`src/scramble_select_defs.svh`:
```
`ifndef SCRAMBLE_SELECT_DEFS_SVH
`define SCRAMBLE_SELECT_DEFS_SVH

// Widths
`define ADDR_W       27
`define MUX_W        12
`define IDX_W        8
`define MAP_W        96
`define SEL_W        4

// Entry code for an unused pin and the first index past the address
`define IDX_NA       8'hFF
`define ADDR_LIMIT   8'h1B
`define MUX_ZERO     12'h000

// New-chipset map settings
`define SEL_B_SYM    4'h0
`define SEL_B_ASYM_A 4'h4
`define SEL_B_ASYM_B 4'h6

// Legacy map, 8-bit bit index per pin, pin 11 in the top byte
`define LA_C0  96'hFF_FF_FF_0A_09_08_07_06_05_03_0B_04
`define LA_R0  96'hFF_FF_FF_14_13_12_11_10_0F_0E_0D_0C
`define LA_C1  96'hFF_FF_0C_0A_09_08_07_06_05_03_0B_04
`define LA_R1  96'hFF_FF_15_14_13_12_11_10_0F_0E_0D_16
`define LA_C2  96'hFF_0D_0C_0A_09_08_07_06_05_03_0B_04
`define LA_R2  96'hFF_17_15_14_13_12_11_10_0F_0E_18_16
`define LA_C3  96'h0E_0D_0C_0A_09_08_07_06_05_03_0B_04
`define LA_R3  96'h19_17_15_14_13_12_11_10_0F_10_18_16
`define LA_C4  96'hFF_FF_FF_0A_09_08_07_06_05_03_0B_04
`define LA_R4  96'hFF_FF_15_14_13_12_11_10_0F_0E_0D_0C
`define LA_C5  96'hFF_FF_FF_0A_09_08_07_06_05_03_0B_04
`define LA_R5  96'hFF_16_15_14_13_12_11_10_0F_0E_0D_0C
`define LA_C6  96'hFF_FF_0C_0A_09_08_07_06_05_03_0B_04
`define LA_R6  96'hFF_17_15_14_13_12_11_10_0F_0E_0D_16
`define LA_C7  96'hFF_FF_0C_0A_09_08_07_06_05_03_0B_04
`define LA_R7  96'h18_17_15_14_13_12_11_10_0F_0E_0D_16
`define LA_C8  96'hFF_FF_FF_0A_09_08_07_06_05_03_02_04
`define LA_R8  96'hFF_FF_FF_0B_13_12_11_10_0F_0E_0D_0C
`define LA_C9  96'hFF_FF_0B_0A_09_08_07_06_05_03_02_04
`define LA_R9  96'hFF_FF_15_14_13_12_11_10_0F_0E_0D_0C
`define LA_C10 96'hFF_0C_0B_0A_09_08_07_06_05_03_02_04
`define LA_R10 96'hFF_17_15_14_13_12_11_10_0F_0E_0D_16
`define LA_C11 96'h0D_0C_0B_0A_09_08_07_06_05_03_02_04
`define LA_R11 96'h19_17_15_14_13_12_11_10_0F_0E_18_16
`define LA_C12 96'hFF_FF_FF_0A_09_08_07_06_05_03_02_04
`define LA_R12 96'hFF_FF_0B_14_13_12_11_10_0F_0E_0D_0C
`define LA_C13 96'hFF_FF_FF_0A_09_08_07_06_05_03_02_04
`define LA_R13 96'hFF_0B_15_14_13_12_11_10_0F_0E_0D_0C
`define LA_C14 96'hFF_FF_0B_0A_09_08_07_06_05_03_02_04
`define LA_R14 96'hFF_0C_15_14_13_12_11_10_0F_0E_0D_16
`define LA_C15 96'hFF_FF_0B_0A_09_08_07_06_05_03_02_04
`define LA_R15 96'h0C_17_15_14_13_12_11_10_0F_0E_0D_16

// New-chipset map, 64-bit and 32-bit DRAM
`define NB_C64_S0 96'h19_17_15_0B_0A_09_08_07_06_05_04_03
`define NB_R64_S0 96'h1A_18_16_14_13_12_11_10_0F_0E_0D_0C
`define NB_C64_S4 96'h1A_19_17_0B_0A_09_08_07_06_05_04_03
`define NB_R64_S4 96'h18_16_15_14_13_12_11_10_0F_0E_0D_0C
`define NB_C64_S6 96'h1A_19_18_17_0A_09_08_07_06_05_04_03
`define NB_R64_S6 96'h16_15_0B_14_13_12_11_10_0F_0E_0D_0C
`define NB_C32_S0 96'h19_17_15_0A_04_09_08_07_06_05_03_02
`define NB_R32_S0 96'h18_16_14_0B_13_12_11_10_0F_0E_0D_0C
`define NB_C32_S4 96'h19_18_16_0A_04_09_08_07_06_05_03_02
`define NB_R32_S4 96'h17_15_14_0B_13_12_11_10_0F_0E_0D_0C
`define NB_C32_S6 96'h19_18_17_16_04_09_08_07_06_05_03_02
`define NB_R32_S6 96'h15_14_0A_0B_13_12_11_10_0F_0E_0D_0C
`define NB_UNUSED 96'hFF_FF_FF_FF_FF_FF_FF_FF_FF_FF_FF_FF

`endif

```
`src/scramble_select_pkg.sv`:
```
`include "scramble_select_defs.svh"

package scramble_select_pkg;
    typedef enum logic [1:0] {
        PH_IDLE = 2'b00,
        PH_ROW  = 2'b01,
        PH_COL  = 2'b10
    } phase_t;

    typedef logic [`MAP_W-1:0]  map_vec_t;
    typedef logic [`ADDR_W-1:0] mem_addr_t;
    typedef logic [`MUX_W-1:0]  mux_addr_t;
endpackage

```
`src/scramble_select_addr_mux.sv`:
```
`timescale 1ns/1ns
`include "scramble_select_defs.svh"
// Functional notes
// - Legacy and new-chipset maps in shared mode
// - Legacy 0-3 column and row low pins
// - Legacy 1-3 upper pins 9 to 11
// - Legacy 4-7 column and row low pins
// - Legacy 4-7 upper pins 9 to 11
// - Legacy 8-11 column and row low pins
// - Legacy 8-11 pin 8 and upper pins
// - Legacy 12-15 column and row low pins
// - Legacy 12-15 upper pins 9 to 11
// - New setting 0 serves symmetric DRAM
// - New settings 4, 6 serve asymmetric DRAM
// - New map 64-bit column pins
// - New map 64-bit row pins
// - New map 32-bit column pins
// - New map 32-bit row pins

module scramble_select_addr_mux (
    // Clock and reset
    input  wire logic                 i_ref_clk,
    input  wire logic                 i_sys_rst,
    // Configuration
    input  wire logic                 i_shared_mode,
    input  wire logic                 i_table_b,
    input  wire logic                 i_bus_64,
    input  wire logic [`SEL_W-1:0]    i_scramble_select,
    // Access sequencer
    input  wire scramble_select_pkg::mem_addr_t i_mem_addr,
    input  wire logic                 i_row_strobe,
    input  wire logic                 i_col_strobe,
    // DRAM address pins
    output scramble_select_pkg::mux_addr_t      o_dram_mux_address_q,
    output scramble_select_pkg::phase_t         o_phase_q,
    output logic                      o_select_legal_q
);

    scramble_select_pkg::map_vec_t map_sel;
    scramble_select_pkg::mux_addr_t picked;
    logic                 sel_legal;
    logic                 col_now;
    logic                 row_now;
    logic                 leg_col;
    logic                 leg_row;
    logic                 nb_col;
    logic                 nb_row;

    // Select the table entry for one access phase
    function automatic scramble_select_pkg::map_vec_t map_lookup(
        input logic             tb,
        input logic             w64,
        input logic [`SEL_W-1:0] sel,
        input logic             col
    );
        map_lookup = `NB_UNUSED;
        if (!tb) begin
            unique case (sel)
                4'h0: map_lookup = col ? `LA_C0  : `LA_R0;
                4'h1: map_lookup = col ? `LA_C1  : `LA_R1;
                4'h2: map_lookup = col ? `LA_C2  : `LA_R2;
                4'h3: map_lookup = col ? `LA_C3  : `LA_R3;
                4'h4: map_lookup = col ? `LA_C4  : `LA_R4;
                4'h5: map_lookup = col ? `LA_C5  : `LA_R5;
                4'h6: map_lookup = col ? `LA_C6  : `LA_R6;
                4'h7: map_lookup = col ? `LA_C7  : `LA_R7;
                4'h8: map_lookup = col ? `LA_C8  : `LA_R8;
                4'h9: map_lookup = col ? `LA_C9  : `LA_R9;
                4'hA: map_lookup = col ? `LA_C10 : `LA_R10;
                4'hB: map_lookup = col ? `LA_C11 : `LA_R11;
                4'hC: map_lookup = col ? `LA_C12 : `LA_R12;
                4'hD: map_lookup = col ? `LA_C13 : `LA_R13;
                4'hE: map_lookup = col ? `LA_C14 : `LA_R14;
                4'hF: map_lookup = col ? `LA_C15 : `LA_R15;
            endcase
        end else if (w64) begin
            case (sel)
                `SEL_B_SYM:    map_lookup = col ? `NB_C64_S0 : `NB_R64_S0;
                `SEL_B_ASYM_A: map_lookup = col ? `NB_C64_S4 : `NB_R64_S4;
                `SEL_B_ASYM_B: map_lookup = col ? `NB_C64_S6 : `NB_R64_S6;
                default:       map_lookup = `NB_UNUSED;
            endcase
        end else begin
            case (sel)
                `SEL_B_SYM:    map_lookup = col ? `NB_C32_S0 : `NB_R32_S0;
                `SEL_B_ASYM_A: map_lookup = col ? `NB_C32_S4 : `NB_R32_S4;
                `SEL_B_ASYM_B: map_lookup = col ? `NB_C32_S6 : `NB_R32_S6;
                default:       map_lookup = `NB_UNUSED;
            endcase
        end
    endfunction

    assign col_now = i_col_strobe;
    assign row_now = i_row_strobe && !i_col_strobe;

    // Only settings 0, 4 and 6 exist in the new map
    assign sel_legal = !i_table_b
                     || (i_scramble_select == `SEL_B_SYM)
                     || (i_scramble_select == `SEL_B_ASYM_A)
                     || (i_scramble_select == `SEL_B_ASYM_B);

    // Map chosen live from table, width and setting
    always_comb begin
        map_sel = map_lookup(i_table_b, i_bus_64, i_scramble_select,
                             col_now);
    end

    scramble_select_bit_pick u_pick (
        .i_map      (map_sel),
        .i_mem_addr (i_mem_addr),
        .o_bits     (picked)
    );

    // Helper terms for the checks below
    assign leg_col = i_shared_mode && !i_table_b && col_now;
    assign leg_row = i_shared_mode && !i_table_b && row_now;
    assign nb_col  = i_shared_mode && i_table_b && col_now;
    assign nb_row  = i_shared_mode && i_table_b && row_now;

    // Phase tracks the strobes, address held between phases
    always_ff @(posedge i_ref_clk) begin
        if (i_sys_rst || !i_shared_mode) begin
            o_phase_q <= scramble_select_pkg::PH_IDLE;
        end else begin
            unique case ({col_now, row_now})
                2'b10:   o_phase_q <= scramble_select_pkg::PH_COL;
                2'b01:   o_phase_q <= scramble_select_pkg::PH_ROW;
                2'b00:   o_phase_q <= scramble_select_pkg::PH_IDLE;
            endcase
        end
    end

    // Registered pins; a new setting shows on the next access
    always_ff @(posedge i_ref_clk) begin
        if (i_sys_rst || !i_shared_mode) begin
            o_dram_mux_address_q <= `MUX_ZERO;
        end else if (col_now || row_now) begin
            o_dram_mux_address_q <= picked;
        end
    end

    always_ff @(posedge i_ref_clk) begin
        if (i_sys_rst) begin
            o_select_legal_q <= 1'b1;
        end else begin
            o_select_legal_q <= sel_legal;
        end
    end

    // Outside shared mode the pins stay low and idle
    no_shared_low_a: assert property (
        @(posedge i_ref_clk) disable iff (i_sys_rst)
        (!$past(i_sys_rst) && !$past(i_shared_mode)) |->
        (o_dram_mux_address_q == `MUX_ZERO
         && o_phase_q == scramble_select_pkg::PH_IDLE))
        else $error("pins not idle outside shared mode");

    leg03_col_a: assert property (
        @(posedge i_ref_clk) disable iff (i_sys_rst)
        (!$past(i_sys_rst) && $past(leg_col)
         && $past(i_scramble_select) <= 4'h3) |->
        (o_dram_mux_address_q[1:0] == {$past(i_mem_addr[11]),
                                       $past(i_mem_addr[4])}
         && o_dram_mux_address_q[8] == $past(i_mem_addr[10])))
        else $error("legacy 0-3 column pins wrong");

    leg0_row_a: assert property (
        @(posedge i_ref_clk) disable iff (i_sys_rst)
        (!$past(i_sys_rst) && $past(leg_row)
         && $past(i_scramble_select) == 4'h0) |->
        o_dram_mux_address_q[8:0] == $past(i_mem_addr[20:12]))
        else $error("legacy 0 row pins wrong");

    leg3_upper_a: assert property (
        @(posedge i_ref_clk) disable iff (i_sys_rst)
        (!$past(i_sys_rst) && $past(leg_row)
         && $past(i_scramble_select) == 4'h3) |->
        o_dram_mux_address_q[11:9] == {$past(i_mem_addr[25]),
                                       $past(i_mem_addr[23]),
                                       $past(i_mem_addr[21])})
        else $error("legacy 3 row upper pins wrong");

    leg47_row_a: assert property (
        @(posedge i_ref_clk) disable iff (i_sys_rst)
        (!$past(i_sys_rst) && $past(leg_row)
         && $past(i_scramble_select[3:2]) == 2'b01) |->
        (o_dram_mux_address_q[8:1] == $past(i_mem_addr[20:13])
         && o_dram_mux_address_q[0] == ($past(i_scramble_select[1])
             ? $past(i_mem_addr[22]) : $past(i_mem_addr[12]))))
         else $error("legacy 4-7 row pins wrong");

    leg7_upper_a: assert property (
        @(posedge i_ref_clk) disable iff (i_sys_rst)
        (!$past(i_sys_rst) && $past(leg_row)
         && $past(i_scramble_select) == 4'h7) |->
        o_dram_mux_address_q[11:9] == {$past(i_mem_addr[24]),
                                       $past(i_mem_addr[23]),
                                       $past(i_mem_addr[21])})
        else $error("legacy 7 row upper pins wrong");

    leg811_col_a: assert property (
        @(posedge i_ref_clk) disable iff (i_sys_rst)
        (!$past(i_sys_rst) && $past(leg_col)
         && $past(i_scramble_select[3:2]) == 2'b10) |->
        o_dram_mux_address_q[2:0] == {$past(i_mem_addr[3]),
                                      $past(i_mem_addr[2]),
                                      $past(i_mem_addr[4])})
        else $error("legacy 8-11 column pins wrong");

    leg8_row_a: assert property (
        @(posedge i_ref_clk) disable iff (i_sys_rst)
        (!$past(i_sys_rst) && $past(leg_row)
         && $past(i_scramble_select) == 4'h8) |->
        o_dram_mux_address_q[8] == $past(i_mem_addr[11]))
        else $error("legacy 8 row pin 8 wrong");

    leg1215_row_a: assert property (
        @(posedge i_ref_clk) disable iff (i_sys_rst)
        (!$past(i_sys_rst) && $past(leg_row)
         && $past(i_scramble_select[3:2]) == 2'b11) |->
        o_dram_mux_address_q[8:1] == $past(i_mem_addr[20:13]))
        else $error("legacy 12-15 row pins wrong");

    leg15_upper_a: assert property (
        @(posedge i_ref_clk) disable iff (i_sys_rst)
        (!$past(i_sys_rst) && $past(leg_row)
         && $past(i_scramble_select) == 4'hF) |->
        o_dram_mux_address_q[11:9] == {$past(i_mem_addr[12]),
                                       $past(i_mem_addr[23]),
                                       $past(i_mem_addr[21])})
        else $error("legacy 15 row upper pins wrong");

    nb_legal_a: assert property (
        @(posedge i_ref_clk) disable iff (i_sys_rst)
        (!$past(i_sys_rst) && $past(i_table_b)) |->
        o_select_legal_q == ($past(i_scramble_select) inside
            {`SEL_B_SYM, `SEL_B_ASYM_A, `SEL_B_ASYM_B}))
        else $error("new map setting legality wrong");

    nb_asym_b_a: assert property (
        @(posedge i_ref_clk) disable iff (i_sys_rst)
        (!$past(i_sys_rst) && $past(nb_row) && $past(i_bus_64)
         && $past(i_scramble_select) == `SEL_B_ASYM_B) |->
        o_dram_mux_address_q[11:8] == {$past(i_mem_addr[22]),
                                       $past(i_mem_addr[21]),
                                       $past(i_mem_addr[11]),
                                       $past(i_mem_addr[20])})
        else $error("new map setting 6 row pins wrong");

    nb64_col_a: assert property (
        @(posedge i_ref_clk) disable iff (i_sys_rst)
        (!$past(i_sys_rst) && $past(nb_col) && $past(i_bus_64)
         && $past(i_scramble_select) == `SEL_B_SYM) |->
        (o_dram_mux_address_q[7:0] == $past(i_mem_addr[10:3])
         && o_dram_mux_address_q[9] == $past(i_mem_addr[21])))
        else $error("new map 64-bit column pins wrong");

    nb64_row_a: assert property (
        @(posedge i_ref_clk) disable iff (i_sys_rst)
        (!$past(i_sys_rst) && $past(nb_row) && $past(i_bus_64)
         && $past(i_scramble_select) == `SEL_B_SYM) |->
        o_dram_mux_address_q[8:0] == $past(i_mem_addr[20:12]))
        else $error("new map 64-bit row pins wrong");

    nb32_col_a: assert property (
        @(posedge i_ref_clk) disable iff (i_sys_rst)
        (!$past(i_sys_rst) && $past(nb_col) && !$past(i_bus_64)
         && $past(i_scramble_select) == `SEL_B_ASYM_A) |->
        (o_dram_mux_address_q[7] == $past(i_mem_addr[4])
         && o_dram_mux_address_q[9] == $past(i_mem_addr[22])))
        else $error("new map 32-bit column pins wrong");

    nb32_row_a: assert property (
        @(posedge i_ref_clk) disable iff (i_sys_rst)
        (!$past(i_sys_rst) && $past(nb_row) && !$past(i_bus_64)
         && $past(i_scramble_select) == `SEL_B_ASYM_B) |->
        o_dram_mux_address_q[11:8] == {$past(i_mem_addr[21]),
                                       $past(i_mem_addr[20]),
                                       $past(i_mem_addr[10]),
                                       $past(i_mem_addr[11])})
        else $error("new map 32-bit row pins wrong");

    unused_low_a: assert property (
        @(posedge i_ref_clk) disable iff (i_sys_rst)
        (!$past(i_sys_rst) && $past(leg_col)
         && $past(i_scramble_select) == 4'h0) |->
        o_dram_mux_address_q[11:9] == 3'h0)
        else $error("unused pins not low");

    hold_idle_a: assert property (
        @(posedge i_ref_clk) disable iff (i_sys_rst)
        (!$past(i_sys_rst) && $past(i_shared_mode)
         && !$past(i_row_strobe) && !$past(i_col_strobe)) |->
        (o_phase_q == scramble_select_pkg::PH_IDLE
         && $stable(o_dram_mux_address_q)))
        else $error("pins moved with no strobe");

    col_wins_a: assert property (
        @(posedge i_ref_clk) disable iff (i_sys_rst)
        (i_shared_mode && i_col_strobe) |=>
        o_phase_q == scramble_select_pkg::PH_COL)
        else $error("column phase not shown");

endmodule

```
`src/scramble_select_bit_pick.sv`:
```
`timescale 1ns/1ns
`include "scramble_select_defs.svh"

module scramble_select_bit_pick (
    // Map and source address
    input  wire scramble_select_pkg::map_vec_t  i_map,
    input  wire scramble_select_pkg::mem_addr_t i_mem_addr,
    // Picked pin values
    output scramble_select_pkg::mux_addr_t      o_bits
);

    // Out-of-range codes give a low pin, so unused pins stay quiet
    function automatic logic pick_bit(
        input logic [`IDX_W-1:0]  idx,
        input scramble_select_pkg::mem_addr_t addr
    );
        pick_bit = (idx < `ADDR_LIMIT) ? addr[idx[4:0]] : 1'b0;
    endfunction

    always_comb begin
        for (int i = 0; i < `MUX_W; i++) begin
            o_bits[i] = pick_bit(i_map[i*`IDX_W +: `IDX_W], i_mem_addr);
        end
    end

endmodule

```
`config.mk`:
```
export PLATFORM = sky130hd
export DESIGN_NAME = scramble_select_addr_mux
export DESIGN_NICKNAME = d
export VERILOG_FILES = /design/src/scramble_select_pkg.sv /design/src/scramble_select_addr_mux.sv /design/src/scramble_select_bit_pick.sv
export VERILOG_INCLUDE_DIRS = /design/src
export SDC_FILE = /design/constraint.sdc
export NUM_CORES = 1
export LEC_CHECK = 0
export BUFFER_PORTS_ARGS = -buffer_cell sky130_fd_sc_hd__buf_4
export CAP_MARGIN = 20
export CELL_PAD_IN_SITES_DETAIL_PLACEMENT = 0
export CELL_PAD_IN_SITES_GLOBAL_PLACEMENT = 2
export CORE_MARGIN = 10
export CORE_UTILIZATION = 30
export DETAILED_ROUTE_END_ITERATION = 12
export PLACE_DENSITY_LB_ADDON = 0.1
export REMOVE_ABC_BUFFERS = 1
export SETUP_SLACK_MARGIN = 0.2
export SLEW_MARGIN = 5
export SYNTH_ARGS = -nofsm -noshare
export SYNTH_HDL_FRONTEND = slang
export SYNTH_SLANG_ARGS = --single-unit
```
`constraint.sdc`:
```
create_clock -name i_ref_clk -period 2.4 [get_ports i_ref_clk]
set_input_delay 0.12 -clock i_ref_clk [delete_from_list [all_inputs] [get_ports i_ref_clk]]
set_output_delay 0.12 -clock i_ref_clk [all_outputs]
set_load 0.02 [all_outputs]
```
=== After elaboration in Yosys (flattened, before gate mapping) ===
Index checks and enable logic that the tools add are counted.

* Input bits: 38
* Output and inout bits: 15
* Flip-flop bits (word level): 15

* Order comparisons: 24
* Equality and inequality tests: 17
* Muxes and demuxes: 64
* Reduce and logical (&&, ||, !) cells: 11

{| class="wikitable"
|+ Operator list
! cell !! count
|-
| $pmux W96 S16 || 1
|-
| $pmux W96 S3 || 2
|-
| $mux W96 || 4
|-
| $mux W88 || 4
|-
| $mux W92 || 3
|-
| $mux W93 || 2
|-
| $mux W90 || 2
|-
| $mux W85 || 2
|-
| $mux W80 || 2
|-
| $mux W77 || 2
|-
| $lt A8 B5 Y1 const B || 12
|-
| $mux W89 || 1
|-
| $lt A5 B6 Y1 const B || 12
|-
| $mux W69 || 1
|-
| $mux W65 || 1
|-
| $bmux W1 S5 || 12
|-
| $eq A4 B4 Y1 const B || 8
|-
| $mux W1 || 24
|-
| $eq A4 B3 Y1 const B || 4
|-
| $eq A4 B2 Y1 const B || 2
|-
| $pmux W2 S3 || 1
|-
| $logic_or A1 B1 Y1 || 5
|-
| $eq A4 B1 Y1 const B || 1
|-
| $logic_not A4 Y1 || 1
|-
| other kinds (5) || 7
|}

=== Depth between registers and ports, before layout ===
* Word-level depth: 7
* Depth in mapped cells: 10
* Mapped depth without buffers: 7

=== By module ===
Synthesis repeated with hierarchy kept, for this count alone.

* Cell total of the unflattened synthesis: 530
* Area total of the unflattened synthesis: 4,753.3 um^2

{| class="wikitable"
|+ Modules (own cells, without submodules)
! module !! times used !! area an instance (um^2) !! cells each
|-
| scramble_select_bit_pick || 1 || 3,221.8 || 274
|-
| scramble_select_addr_mux || 1 || 1,531.5 || 256
|}

=== Worst setup path after synthesis ===
OpenSTA, ideal clock, no wires.

* Path type: in2reg
* Start point: input i_scramble_select[1]
* End point: register o_dram_mux_address_q[11]
* Cell stages on the path: 8
* Data arrival time: 1,928 ps
* Setup slack: 350 ps
* Buffers on the path: 1
* Library setup time: 122 ps
* Path through: buf_2 nor4_4 nand2_1 a31oi_2 mux4_2 nand3_1 o21ai_1 a221o_1

* Longest elaborated chain between the ends: 7
* Elaborated cells between the ends (all ways): 25
* Those cells by class: order compare (1); eq/ne (15); mux (8); reduce/logical (1)

{| class="wikitable"
|+ RTL lines
! element !! RTL line !! RTL
|-
| start, declared || scramble_select_addr_mux.sv:28 || <nowiki>input wire logic [`SEL_W-1:0] i_scramble_select,</nowiki>
|-
| $eq A4 B3 Y1 / $logic_not A4 Y1 (equally long branches) || scramble_select_addr_mux.sv:58, scramble_select_addr_mux.sv:77, scramble_select_addr_mux.sv:84 ||
|-
| $pmux W96 S3, on equally long branches || scramble_select_addr_mux.sv:84, scramble_select_addr_mux.sv:77 ||
|-
| $mux W96 || scramble_select_addr_mux.sv:76 || <nowiki>end else if (w64) begin</nowiki>
|-
| $mux W96 * || scramble_select_addr_mux.sv:57 || <nowiki>if (!tb) begin</nowiki>
|-
| $bmux W1 S5 || scramble_select_bit_pick.sv:17 || <nowiki>pick_bit = (idx < `ADDR_LIMIT) ? addr[idx[4:0]] : 1'b0;</nowiki>
|-
| $mux W1 (implied by the code) || scramble_select_bit_pick.sv:17 ||
|-
| $mux W1 * || scramble_select_bit_pick.sv:17 ||
|-
| end signal, assigned || scramble_select_addr_mux.sv:136 || <nowiki>o_dram_mux_address_q <= `MUX_ZERO;</nowiki>
|-
| end signal, assigned || scramble_select_addr_mux.sv:138 || <nowiki>o_dram_mux_address_q <= picked;</nowiki>
|-
| end, declared || scramble_select_addr_mux.sv:34 || <nowiki>output scramble_select_pkg::mux_addr_t o_dram_mux_address_q,</nowiki>
|}

Every way passes the cells marked *; elsewhere a longest branch is shown, timed or not. The select of a mux whose other input is x is not followed.
A chain may end at the register's enable or synchronous reset.

=== Final worst setup path ===
* Start point: input i_scramble_select[2]
* End point: register o_dram_mux_address_q[11]

Same word-level chain as after synthesis.

==> impl_metrics.py <==
metrics = {
    "run_status": {
        "status": "finished, final reports clean",
    },
    "sta": {
        "hold_viol": 0,
        "fin_crit_sh": 0.820,
        "period_minus_slack_ps": 1970,
        "fin_worst_skew_ps": 0,
        "slew_headroom": 0.700,
        "rsz0062_at_grt": "no",
        "worstMarginPinSlew_ps": 450,
        "final_max_slew_viol_count": 0,
        "setup_tns_ps": 0,
        "setup_viol": 0,
        "whs_ps": 53.0,
        "fmax_mhz": 508,
    },
    "global_routing": {
        "grt_pass1_vias": 2797,
        "grt_use_total": 0.171,
        "grt-ovfl-total": 0,
        "antenna_found_initial": 0,
        "grt_pass1_wl_um": 15900,
        "grt_max_degree": 35,
    },
    "logic_synthesis": {
        "synth.area.mux_share": 0.168,
        "ys_ff_latch": 15,
        "synth.top_cell.area_share": 0.127,
        "post_synth_num_cell_types": 63,
        "synth_flop_cell": "dfxtp_1",
        "synth_top_family_by_area": "compound AO/OA/AOI/OAI gates",
        "synth_edf_count": 0,
        "yosys-top-cells-count": "a21oi_1 (34), nand2_1 (28), nor2_1 (28)",
        "syn_avg_cell_area_um2": 7.09,
        "synth_cells": 333,
        "yosys.area_share.xor_xnor": 0.00371,
        "ys.warnings.count": 0,
        "synth_fa_ha_area_frac": 0,
        "yosysTopAreaCell": "dfxtp_1",
        "synth_area_um2": 2360,
        "ys_seq_area_frac": 0.127,
        "yosysMostFrequentCell": "a21oi_1",
        "synthArstFlopShare": 0,
        "synth_compound_area_frac": 0.352,
        "yosys-top-cells-area": "dfxtp_1 (13%), mux2i_1 (11%), a21oi_1 (7.2%)",
        "yosys.area_share.simple": 0.274,
    },
    "finish": {
        "fillers": 862,
        "fin_cells": 492,
        "drive_gt1_frac": 0.272,
        "fin_area_um2": 3020,
        "fin_util": 0.393,
        "nets": 429,
        "multi_input_area_um2": 1880,
        "final-seq-area_um2": 300,
        "synthToLayoutAreaGrowth_pct": 28.0,
        "antenna_cells": 0,
    },
    "setup_path": {
        "r2r_slack_ps": 1320,
        "arrival_ps": 2110,
        "rr_endpoint": "o_dram_mux_address_q[10]",
        "rr_worst_depth": 4,
        "required_ps": 2550,
        "setup.worst_path.start_class": "primary input",
        "critical_path_class": "in -> reg",
        "cp-end-kind": "register",
        "r2r-start": "o_dram_mux_address_q[10]",
        "cp_max_fo": 29,
    },
    "floorplan": {
        "die-area_um2": 11800,
        "die_y_um": 109,
        "row_count": 32,
        "core-area_um2": 7690,
        "die_w_um": 109,
        "num_io_pins": 53,
        "initial_core_util": 0.307,
    },
    "route": {
        "dr_total_vias": 2764,
        "postRouteAntennaNets": 0,
        "finalWirelength_um": 10100,
        "drtPass1Iterations": 5,
        "post_drt_wl_per_cell_um": 20.6,
        "post-route-drc-count": 0,
        "routed_via_density": 5.62,
        "drt_iter0_drc": 177,
    },
    "job": {
        "drv_cap": 0,
    },
    "worst_hold_path": {
        "hold_start": "i_sys_rst",
        "min_path_cells": 2,
        "min_to": "o_select_legal_q",
        "min_path_type": "in -> reg",
    },
    "clocking": {
        "clk_path_buf_depth": 2,
        "postCtsResizedCells": 0,
        "cts_tree": "built",
        "cts_setup_buffers": 0,
        "cts_sinks": 15,
        "cts-root-buf": "clkbuf_8",
        "clock_latency_ps": 250,
        "numCtsBuffers": 3,
        "cts_hold_buf": 0,
        "cts_max_level": 1,
        "clk_pin_slew_worst_paths_ps": 70,
    },
    "place": {
        "gp_congestion": 0.883,
        "placed_area_um2": 2980,
        "dp_hpwl_um": 7980,
        "io_buffers": 50,
        "dp.cells": 488,
    },
    "power": {
        "powerDensity_nw_per_um2": 325,
        "peakVddDrop_uv": 214,
        "leakagePower_nw": 1.21,
    },
}
-- stage by stage --
stage          worst slack (ps)  power (mW)
2_1_floorplan               440       0.515
3_3_place_gp                186       0.770
3_5_place_dp                144       0.768
4_1_cts                     414       0.994
5_1_grt                     220        1.05
6_report                    431       0.983
-- logic make-up after synthesis --
| group | after synthesis |
|---|---|
| AND/OR/NAND/NOR | 123 |
| multiplexers | 34 |
| AO/OA/AOI/OAI | 122 |
| flip-flops | 15 |
| XOR/XNOR | 1 |
| buffers and inverters | 38 |
-- cell type report --
cell class                      count  share of cell area
Clock inverter                      1             0.00166
Sequential cell                    15              0.0994
Multi-Input combinational cell    280               0.623
Clock buffer                        3              0.0137
Inverter                            8             0.00994
Timing Repair Buffer               83               0.210
Tap cell                          102              0.0422
-- placed cells by master, fill, tap and decap left out, types with 3 or more instances in the layout --
cell / synthesis / final
o211ai_1: 5 / 5
a22oi_1: 4 / 4
nand2_1: 28 / 28
nor2_1: 28 / 28
mux2i_1: 25 / 25
nand3b_1: 3 / 3
o21a_1: 6 / 6
nand2b_1: 14 / 14
dfxtp_1: 15 / 15
nand3_1: 9 / 9
o21ai_1: 8 / 8
o21ai_0: 18 / 18
inv_1: 7 / 7
o221ai_1: 5 / 5
mux2_2: 4 / 4
a21oi_1: 34 / 34
buf_4: 0 / 82
o32ai_1: 3 / 3
a211oi_1: 4 / 4
mux4_2: 4 / 4
nor3b_1: 4 / 4
nor3_1: 12 / 12
clkbuf_8: 0 / 3
nor2b_1: 9 / 9
-- flip-flops by register name, summed over array words and instances (netlist names) --
register	count
o_dram_mux_address_q	12
o_phase_q	2
o_select_legal_q	1
-- layer usage --
layer  vias up  GRT usage  routed length, um
li1       1370          -                  -
met1      1320      0.233               4550
met2        70      0.281               4910
met3         4     0.0330                609
met4         0     0.0226                 74
met5         -          0                  0
-- power breakdown --
part           internal [mW]  switching (mW)  total [mW]
Sequential             0.258         0.00423       0.262
Combinational          0.218           0.284       0.502
Clock                  0.115           0.103       0.219
-- how the worst max path moves through the flow --
| stage | cells after the start | from | slack (ps) | endpoint |
|---|---|---|---|---|
| floorplan | 7 | i_scramble_select[0] | 440 | o_dram_mux_address_q[10] |
| global placement | 8 | i_scramble_select[0] | 190 | o_dram_mux_address_q[11] |
| detailed placement | 8 | i_scramble_select[0] | 140 | o_dram_mux_address_q[10] |
| CTS | 8 | i_scramble_select[0] | 410 | o_dram_mux_address_q[10] |
| global route | 8 | i_scramble_select[2] | 220 | o_dram_mux_address_q[11] |
| finish | 8 | i_scramble_select[2] | 430 | o_dram_mux_address_q[11] |
-- worst max-delay path, stage by stage --
cell and delay (ps):
buf_4 280, nor4bb_1 390, o211ai_1 200, o21ai_4 170, nand2b_4 90, mux4_2 420
o21a_1 180, a221o_1 250
(Power assumes the default switching activity.)
